`src/pkg/dac_ctrl_defs.vh`:
```
// constants for the multichannel converter update control
`ifndef DAC_CTRL_DEFS_VH
`define DAC_CTRL_DEFS_VH
`define CODE_W 16
`define CHAN_MAX 8
`define CHAN_SEL_W 3
`define RANGE_W 3
`define RANGE_BIPOLAR_BIT 2
`define RANGE_U10 3'h0
`define RANGE_U5 3'h1
`define RANGE_U2P5 3'h2
`define RANGE_B10 3'h4
`define RANGE_B5 3'h5
`define RANGE_B2P5 3'h6
`define CODE_ZERO_UNI 16'h0000
`define CODE_ZERO_BIP 16'h8000
`define TRIM_W 8
`define TRIM_ADDR_W 4
`define TRIM_WORDS 16
`define TRIM_ZERO 8'h00
`define TRIM_FIRST 4'h0
`define TRIM_LAST 4'hF
`define TRIM_STEP 4'h1
`define ST_IDLE 2'h0
`define ST_ADDR 2'h1
`define ST_DATA 2'h2
`define ST_DONE 2'h3
`endif

```
`src/rtl/dac_channel.v`:
```
// one converter channel: range select, staging latch and output latch
`include "dac_ctrl_defs.vh"
module dac_channel (
  input wire clk,
  input wire resetn,
  input wire codeWrite,
  input wire rangeWrite,
  input wire [`CODE_W-1:0] wrData,
  input wire [`RANGE_W-1:0] wrRange,
  input wire selfUpdate,
  input wire globalUpdate,
  output reg [`CODE_W-1:0] outCode_reg,
  output reg [`RANGE_W-1:0] range_reg,
  output reg [`CODE_W-1:0] stage_reg
);
  // zero volts depends on the coding of the selected range
  wire [`CODE_W-1:0] zeroCode = wrRange[`RANGE_BIPOLAR_BIT] ? `CODE_ZERO_BIP : `CODE_ZERO_UNI;
  // range change reloads both latches with that range's zero-volt code so no glitch appears
  always @(posedge clk or negedge resetn) begin
    if (!resetn) begin
      range_reg <= `RANGE_U10;
      stage_reg <= `CODE_ZERO_UNI;
      outCode_reg <= `CODE_ZERO_UNI;
    end else begin
      if (rangeWrite) begin
        range_reg <= wrRange;
        stage_reg <= zeroCode;
        outCode_reg <= zeroCode;
      end else begin
        if (codeWrite)
          stage_reg <= wrData;
        // the write in the same cycle is forwarded so independent mode shows the new code at once
        if (selfUpdate && codeWrite)
          outCode_reg <= wrData;
        else if (globalUpdate)
          outCode_reg <= codeWrite ? wrData : stage_reg;
      end
    end
  end
endmodule

```
`src/rtl/multichannel_dac_update_control.v`:
```
// top of the multichannel converter update control with calibration trim loader
// How it works
// - the build option NUM_CHAN gives two, four or eight channels, each taking a 16-bit code.
// - each channel has its own latches and converter outputs, written by its own strobes and by the shared simultaneous update.
// - each channel keeps its own range among three unipolar and three bipolar spans.
// - each channel has a staging latch loaded by host writes and an output latch feeding the converter.
// - a mode bit selects per-channel immediate updates or a common simultaneous update.
// - reset loads every latch, and a range change both latches of its channel, with the zero-volt code of the range.
// - codes arrive as single programmed writes, one word per strobe, with no burst or DMA path.
// - after reset the trim values are read from nonvolatile memory and drive the trim converters.
`include "dac_ctrl_defs.vh"
module multichannel_dac_update_control #(
  parameter NUM_CHAN = 8
) (
  input wire clk,
  input wire resetn,
  input wire codeWrite,
  input wire rangeWrite,
  input wire [`CHAN_SEL_W-1:0] wrChan,
  input wire [`CODE_W-1:0] wrData,
  input wire [`RANGE_W-1:0] wrRange,
  input wire simulMode,
  input wire updateAll,
  input wire calReload,
  input wire [`TRIM_W-1:0] nvmData,
  input wire nvmValid,
  output reg nvmRead_reg,
  output reg [`TRIM_ADDR_W-1:0] nvmAddr_reg,
  output reg calDone_reg,
  output wire [NUM_CHAN*`CODE_W-1:0] dacCode,
  output wire [NUM_CHAN*`RANGE_W-1:0] dacRange,
  output reg [`TRIM_WORDS*`TRIM_W-1:0] trimCode_reg
);
  // channel decode: a write to a channel number above the build's count matches no
  // channel and is dropped, so software written for a larger build cannot wrap around
  wire [NUM_CHAN-1:0] chanHit;
  // update controls are shared by every channel; only the write strobes are steered
  wire selfUpdate = !simulMode;
  wire globalUpdate = simulMode && updateAll;
  genvar g;
  generate
    for (g = 0; g < NUM_CHAN; g = g + 1) begin : chan
      // channel number at the width of the select bus
      localparam [`CHAN_SEL_W-1:0] CHAN_ID = g;
      assign chanHit[g] = (wrChan == CHAN_ID);
      dac_channel u_ch (
        .clk(clk),
        .resetn(resetn),
        .codeWrite(codeWrite && chanHit[g]),
        .rangeWrite(rangeWrite && chanHit[g]),
        .wrData(wrData),
        .wrRange(wrRange),
        .selfUpdate(selfUpdate),
        .globalUpdate(globalUpdate),
        .outCode_reg(dacCode[g*`CODE_W +: `CODE_W]),
        .range_reg(dacRange[g*`RANGE_W +: `RANGE_W]),
        .stage_reg() // staged codes are not brought out
      );
    end
  endgenerate

  // trim loader states, binary coded
  localparam [1:0] LOAD_IDLE = `ST_IDLE;
  localparam [1:0] LOAD_ADDR = `ST_ADDR;
  localparam [1:0] LOAD_DATA = `ST_DATA;
  localparam [1:0] LOAD_DONE = `ST_DONE;

  // trim loader: reads every word of nonvolatile memory in address order, one request
  // outstanding at a time; the memory may take any number of cycles to answer, so a
  // memory that never answers leaves the done flag low and the trims at zero, or at the old factors after a reload
  reg [1:0] state_reg;
  reg [1:0] state_next;
  reg startPend_reg;
  wire loadStart = (state_reg == LOAD_IDLE) && startPend_reg;
  wire wordTaken = (state_reg == LOAD_DATA) && nvmValid;
  wire lastWord = (nvmAddr_reg == `TRIM_LAST);
  wire passEnd = (state_reg == LOAD_DONE);

  // next state of the trim loader
  always @* begin
    state_next = state_reg;
    case (state_reg)
      LOAD_IDLE: begin
        // a pending start, from reset or from a reload, opens a new pass
        if (startPend_reg)
          state_next = LOAD_ADDR;
      end
      LOAD_ADDR: begin
        // one cycle for the address to settle before the read is raised
        state_next = LOAD_DATA;
      end
      LOAD_DATA: begin
        // hold the read until the memory answers
        if (nvmValid) begin
          if (lastWord)
            state_next = LOAD_DONE;
          else
            state_next = LOAD_ADDR;
        end
      end
      LOAD_DONE: begin
        state_next = LOAD_IDLE;
      end
      default: begin
        state_next = LOAD_IDLE;
      end
    endcase
  end

  // state register of the trim loader
  always @(posedge clk or negedge resetn) begin
    if (!resetn) begin
      state_reg <= LOAD_IDLE;
    end else begin
      state_reg <= state_next;
    end
  end

  // start request, set by reset and by each reload pulse and cleared when a pass opens;
  // a reload during a pass is kept and runs a fresh pass once this one ends
  always @(posedge clk or negedge resetn) begin
    if (!resetn) begin
      startPend_reg <= 1'b1;
    end else if (calReload) begin
      startPend_reg <= 1'b1; // the set wins over a clear in the same cycle
    end else if (loadStart) begin
      startPend_reg <= 1'b0;
    end
  end

  // read request, taken from the next state so the pin comes straight from a flip-flop
  always @(posedge clk or negedge resetn) begin
    if (!resetn) begin
      nvmRead_reg <= 1'b0;
    end else begin
      nvmRead_reg <= (state_next == LOAD_DATA);
    end
  end

  // word address: back to the first word at each pass, one step per answered read
  always @(posedge clk or negedge resetn) begin
    if (!resetn) begin
      nvmAddr_reg <= `TRIM_FIRST;
    end else if (loadStart) begin
      nvmAddr_reg <= `TRIM_FIRST;
    end else if (wordTaken) begin
      nvmAddr_reg <= nvmAddr_reg + `TRIM_STEP;
    end
  end

  // one load enable per trim word; a decoder per slot is cheaper than a variable-index write
  wire [`TRIM_WORDS-1:0] trimLoad;
  genvar t;
  generate
    for (t = 0; t < `TRIM_WORDS; t = t + 1) begin : trim
      localparam [`TRIM_ADDR_W-1:0] WORD_ID = t;
      assign trimLoad[t] = wordTaken && (nvmAddr_reg == WORD_ID);
    end
  endgenerate

  // trim words hold zero until the stored factors arrive; a reload rewrites them in place,
  // so the converters keep the old factors until each new word lands
  integer i;
  always @(posedge clk or negedge resetn) begin
    if (!resetn) begin
      trimCode_reg <= {`TRIM_WORDS{`TRIM_ZERO}};
    end else begin
      for (i = 0; i < `TRIM_WORDS; i = i + 1) begin
        if (trimLoad[i])
          trimCode_reg[i*`TRIM_W +: `TRIM_W] <= nvmData;
      end
    end
  end

  // done flag: low for the whole pass, high from the cycle after the last word lands
  always @(posedge clk or negedge resetn) begin
    if (!resetn) begin
      calDone_reg <= 1'b0;
    end else if (loadStart) begin
      calDone_reg <= 1'b0;
    end else if (passEnd) begin
      calDone_reg <= 1'b1;
    end
  end
endmodule

```
`config.mk`:
```
export PLATFORM = sky130hd
export DESIGN_NAME = multichannel_dac_update_control
export DESIGN_NICKNAME = d
export VERILOG_FILES = /design/src/rtl/dac_channel.v /design/src/rtl/multichannel_dac_update_control.v
export VERILOG_INCLUDE_DIRS = /design/src /design/src/pkg
export SDC_FILE = /design/constraint.sdc
export NUM_CORES = 1
export LEC_CHECK = 0
export BUFFER_PORTS_ARGS = -buffer_cell sky130_fd_sc_hd__buf_2
export CAP_MARGIN = 20
export CORE_MARGIN = 2
export CORE_UTILIZATION = 50
export CTS_CLUSTER_DIAMETER = 150
export DETAILED_ROUTE_END_ITERATION = 8
export PLACE_DENSITY = 0.76
export RECOVER_POWER = 100
export SLEW_MARGIN = 30
export SYNTH_ARGS = -nofsm -noshare
export SYNTH_HDL_FRONTEND = slang
export SYNTH_SLANG_ARGS = --single-unit
```
`constraint.sdc`:
```
create_clock -name clk -period 1.8 [get_ports clk]
set_input_delay 0.09 -clock clk [delete_from_list [all_inputs] [get_ports clk]]
set_output_delay 0.09 -clock clk [all_outputs]
set_load 0.005 [all_outputs]
```
==> flow_summary.yaml, run 1 <==
clock_network:
  root_buffer: "clkbuf_16"
  clk-insertion-delay-late_ns: 0.55
  path_clk_slew_ns: 0.06
  cts_tree: "yes"
  cts_made_buffers: 44
  cts_buffer_depth: 3
  cts_htree_levels: 2
  cts_sinks: 417
sta:
  drv_slew: 0
  fin_crit_ns: 1.72
  finalSetupViolations: 0
  skew_ns: 0.0151
  finalWorstSetupSlack_ns: 0.0806
  fin_crit_sh: 0.955
  maxSlewHeadroom: 0.245
  clock.fmax_ghz: 0.582
  holdWs_ns: 0.0216
  tightest_slew_ns: 1.13
  rsz0062_at_grt: "false"
  fin_tns_setup_ns: 0
  hold_viol_final: 0
logic_synthesis:
  avgSynthCellArea_um2: 11.0
  synth-seq-area-share: 0.611
  synth.net_count: 1598
  synth_area_um2: 17100
  yosys.cell_types.count: 53
  ys_seq_elements: 417
  synth_warnings: 0
  synth_edf_count: 0
  async_flop_share: 1.00
  synth_cells: 1556
  synth-main-ff-cell: "dfrtp_1"
setup_path:
  cp.required_ns: 2.22
  crit_path_start_kind: "primary input"
  crit_slowest_cell: "or4b_4"
  worstSetupPathType: "in2reg"
  crit_top_cell: "dlygate4sd3_1"
  r2r_slack_ns: 0.08
  arrival_ns: 2.14
  timing.rr.start: "state_reg[0]"
  slowest_delay_ns: 0.56
  end_kind: "flip-flop"
  reg2regPathDepth: 5
  crit_chain: "dlygate4sd3_1 > clkbuf_4 > or4b_4 > nand2_1 > o31ai_1 > dlygate4sd3_1"
  crit_fanout: 21
  r2r_end: "trimCode_reg[19]"
  cp-startpoint: "wrChan[0]"
drt:
  drt_iter0_drc: 1000
  wl_per_cell_um: 20.8
  drc_errors: 0
  ant_nets: 0
  drt-pass1-iter-count: 7
  via_count: 13600
  wl_um: 49800
  vias_per_cell: 5.66
floorplan:
  fp-row-count: 67
  ios: 324
  die_w_um: 189
  core-area_um2: 33600
  start_util: 0.508
  die_area_um2: 35700
  die_h_um: 189
global_route:
  grt_pass1_vias: 13400
  globalRouteOverflowTotal: 0
  antenna_found_initial: 2
  grt_pass1_wl_um: 77400
  grtUsageTotal: 0.277
  grt_max_degree: 71
run:
  drv_cap: 0
pwr:
  p_clk_frac: 0.350
  power.density_nw_per_um2: 1310
  p_sw_w: 0.00785
  intPower_w: 0.0194
  p_leak_nw: 9.84
  pwr-share-seq: 0.458
  p_sw_frac: 0.288
  combPwrFrac: 0.191
  irDropWorstVdd_mv: 0.855
placement:
  port_buffers: 323
  dpl_worst_slack_ns: 0.0245
  postPlaceCellArea_um2: 19500
  gp_congestion: 0.878
  dp_hpwl_um: 34000
cells_and_area:
  multi_input_area_um2: 6030
  num-fill-cells: 2754
  drive_gt1_frac: 0.249
  syn2layout_area_growth_pct: 22.2
  stdcell_area_um2: 20900
  regArea_um2: 10400
  layout.nets: 1951
min_path:
  min_from: "wrData[13]"
  hold_class: "in2reg"
  hold_depth: 3
  hold_end: "chan[6].u_ch.stage_reg[13]"
run_status:
  run_status: "finished clean"
synthesized netlist by cell type (all sizes together) (7+ instances only):
cell	instances	area, um^2
o21ai	224	1120
nor2	259	982
mux2	151	1700
nand2	120	450
dfrtp	416	10400
a21oi	133	684
nand3	7	35.0
clkbuf	45	169
o22ai	7	43.8
inv	7	26.3
buf	76	400
o2bb2ai	30	263
layout by cell type (no fill, tap or decap), drive strengths merged, types with 2 or more instances in the layout:
master and count:
o311a 2, mux2i 2, bufinv 6, nor3b 2, buf 218, nor2b 5
nand3 7, nand4bb 3, o2bb2ai 30, ha 4, o211a 4, o311ai 2
dlygate4sd3 17, o211ai 6, nand2 120, clkinv 14, nand4b 4, inv 7
a211oi 6, and4b 3, or3 3, nand4 3, a31oi 2, o21ai 224
nand3b 4, clkbuf 254, nor2 259, and4bb 3, nor3 6, dfrtp 416
o22ai 7, a21oi 133, nand2b 6, mux2 151
kinds of logic (layout without fill, tap and decap cells):
kind of cell | Yosys count | count (layout) | synth area share
flops | 417 | 417 | 0.611
mux | 153 | 153 | 0.101
simple gates | 433 | 433 | 0.110
fa+ha+maj | 4 | 4 | 0.00293
compound gates | 421 | 421 | 0.140
other cells | 0 | 1 | 0
buf+inv | 128 | 517 | 0.0349
worst max path at each step:
stage / end / slack (ns) / cells after the start
2_1_floorplan: trimCode_reg[72] / 0.02 / 4
3_3_place_gp: trimCode_reg[2] / 0.08 / 4
3_5_place_dp: trimCode_reg[7] / 0.02 / 5
4_1_cts: chan[0].u_ch.range_reg[2] / 0.02 / 6
5_1_grt: trimCode_reg[58] / 0.0005 / 5
6_report: chan[0].u_ch.range_reg[2] / 0.08 / 6
worst max-delay path: cells and delay by family:
kind                   cells  cell delay [ns]
buffers and inverters      3             1.32
AOI/OAI and AO/OA          1             0.06
and+or+nand+nor            2             0.66
area by class of cell:
| type | count | share of cell area |
|---|---|---|
| flip-flops and latches | 417 | 0.500 |
| multi-input cells | 1011 | 0.289 |
| repair buffers | 428 | 0.109 |
| clock buffers | 62 | 0.0603 |
| well taps | 448 | 0.0269 |
| clock inverters | 20 | 0.0140 |
| inverters | 7 | 0.00126 |
| diodes | 1 | 0.000120 |
metal layers:
| layer | GRT usage | vias to the layer above | routed length [um] |
|---|---|---|---|
| li1 | - | 6076 | - |
| met1 | 0.345 | 6811 | 19500 |
| met2 | 0.482 | 562 | 25100 |
| met3 | 0.0619 | 103 | 3820 |
| met4 | 0.0850 | 0 | 1400 |
| met5 | 0 | - | 0 |
per-stage QoR:
| stage | std cells | total power [W] | utilization |
|---|---|---|---|
| 2_1_floorplan | 1556 | 0.0151 | - |
| 3_3_place_gp | 2292 | 0.0178 | 0.580 |
| 3_5_place_dp | 2292 | 0.0181 | 0.580 |
| 4_1_cts | 2391 | 0.0277 | 0.631 |
| 5_1_grt | 2394 | 0.0286 | 0.621 |
| 6_report | 2394 | 0.0273 | 0.621 |
power groups by stage:
stage               sequential [W]  clock (W)  combinational [W]
CTS                         0.0125    0.00969            0.00558
floorplan                   0.0125          0            0.00259
detailed placement          0.0126          0            0.00550
global placement            0.0125          0            0.00532
finish                      0.0125    0.00956            0.00522
global route                0.0127     0.0101            0.00579
what timing repair did:
action | in CTS | in global routing
hold buffers | 17 | 0
buffers inserted | 0 | 2
cloned | 0 | 0
endpoints found under the hold margin | 479 | 0
pin swaps | 0 | 2
gates resized for setup | 1 | 5
endpoints found under the setup margin | 1 | 25
(Power assumes the default switching activity.)
==> inputs of run 2 (changes only) <==
Settings changed: GPL_TIMING_DRIVEN set to 0.
==> flow_summary.yaml, run 2 (synthesized netlist as in run 1, its figures left out) <==
placement:
  gp_congestion: 0.947
  dpl.cell_count: 2316
  postPlaceCellArea_um2: 19300
  port_buffers: 307
  dp_hpwl_um: 35300
sta:
  skew_ns: 0.0184
  fin_crit_ns: 1.79
  drv_slew: 0
  rsz0062_at_grt: "true"
  fin_crit_sh: 0.995
  fin_tns_setup_ns: 0
  tightest_slew_ns: 0.846
  hold_viol_final: 0
  maxSlewHeadroom: 0.436
  finalSetupViolations: 0
  holdWs_ns: 0.0675
  clock.fmax_ghz: 0.559
setup_path:
  crit_path_start_kind: "flip-flop"
  worstSetupPathType: "reg2reg"
  crit_slowest_cell: "dfrtp_1"
  crit_fanout: 10
  cp.required_ns: 2.22
  critical_path_buf_inv_count: 3
  cp-startpoint: "state_reg[0]"
  arrival_ns: 2.21
  timing.rr.start: "state_reg[0]"
  path_delay_family: "buffers and inverters"
  crit_chain: "buf_4 > nand4b_1 > buf_6 > nor3b_4 > buf_12 > mux2_2"
  reg2regPathDepth: 6
  cp.depth: 6
  slowest_delay_ns: 0.39
  end_kind: "flip-flop"
floorplan:
  fp-row-count: 67
  start_util: 0.508
  die_w_um: 189
  die_area_um2: 35700
  die_h_um: 189
  core-area_um2: 33600
  ios: 324
pwr:
  p_leak_nw: 10.1
  power.density_nw_per_um2: 1280
  irDropWorstVdd_mv: 0.832
drt:
  ant_nets: 0
  drt-pass1-iter-count: 8
  vias_per_cell: 5.67
  wl_per_cell_um: 21.2
  drt_iter0_drc: 1143
  drc_errors: 0
  via_count: 13800
  wl_um: 51400
global_route:
  globalRouteOverflowTotal: 0
  grt_pass1_wl_um: 78900
  grt_pass1_vias: 13700
  grtUsageTotal: 0.285
  grt_max_degree: 94
  antenna_found_initial: 0
cells_and_area:
  syn2layout_area_growth_pct: 23.9
  stdcell_count: 2428
  layout.nets: 1991
  stdcell_area_um2: 21200
  diodes: 0
  drive_gt1_frac: 0.283
  final_util: 0.630
  final_cell_mix: "dfrtp_1 (414), buf_2 (269), nor2_1 (252)"
  final_common_cell: "dfrtp_1"
clock_network:
  cts_tree: "yes"
  path_clk_slew_ns: 0.06
  cts_buffer_depth: 3
  cts_htree_levels: 2
  root_buffer: "clkbuf_16"
  clk-insertion-delay-late_ns: 0.55
  cts_made_buffers: 43
  cts_sinks: 417
min_path:
  hold_class: "in2async"
run_status:
  run_status: "finished clean"
run:
  drv_cap: 0
## run 2: cell count changes in the layout (fill, tap and decap cells not counted), moves of 6 or more
cell,before,now
buf_2,159,269
o21ai_0,213,165
o21ai_1,11,59
clkbuf_1,178,140
buf_4,45,14
clkbuf_2,16,0
buf_1,4,12
clkbuf_4,7,1
dlygate4sd3_1,17,23
nor2_4,0,6
## run 2: through the flow
step	worst slack, ns	power (W)
6_report	0.00949	0.0271
5_1_grt	-0.0799	0.0283
4_1_cts	-0.0749	0.0271
3_5_place_dp	-0.406	0.0179
3_3_place_gp	-7.27	0.0177
2_1_floorplan	0.0243	0.0151
## run 2: metal layers
metal	global-route usage	vias to the layer above	part of all wire
met1	0.356	6792	0.39
met2	0.477	658	0.48
li1	-	6174	-
met5	0	-	0
met4	0.123	0	0.041
met3	0.0652	147	0.085
## run 2: power by group
| group | switching, W | internal (W) |
|---|---|---|
| combinational | 0.00307 | 0.00245 |
| clock | 0.00375 | 0.00535 |
| sequential | 0.00106 | 0.0114 |
| total | 0.00789 | 0.0192 |
## run 2: cell type report
type                            count  area, um^2
Buffer                            121         569
Clock buffer                       63        1270
Clock inverter                     13         183
Fill cell                        2633       12400
Inverter                            7        26.3
Multi-Input combinational cell   1011        6150
Sequential cell                   417       10400
Tap cell                          448         561
Timing Repair Buffer              348        1980
## run 2: worst paths after layout
path	endpoint	slack (ns)
max in group asynchronous	chan[7].u_ch.outCode_reg[4]	0.39
max	trimCode_reg[78]	0.009
min reg2reg	chan[7].u_ch.outCode_reg[2]	0.47
max reg2reg	trimCode_reg[78]	0.009
min in group clk	chan[6].u_ch.outCode_reg[3]	0.11
min	trimCode_reg[122]	0.07
## run 2: timing repair
item	in CTS	in global routing
hold buffers	23	0
gates resized for setup	18	19
cloned	0	0
pin swaps	6	10
endpoints found under the setup margin	100	112
hold endpoints to repair	343	0
buffers inserted	6	7
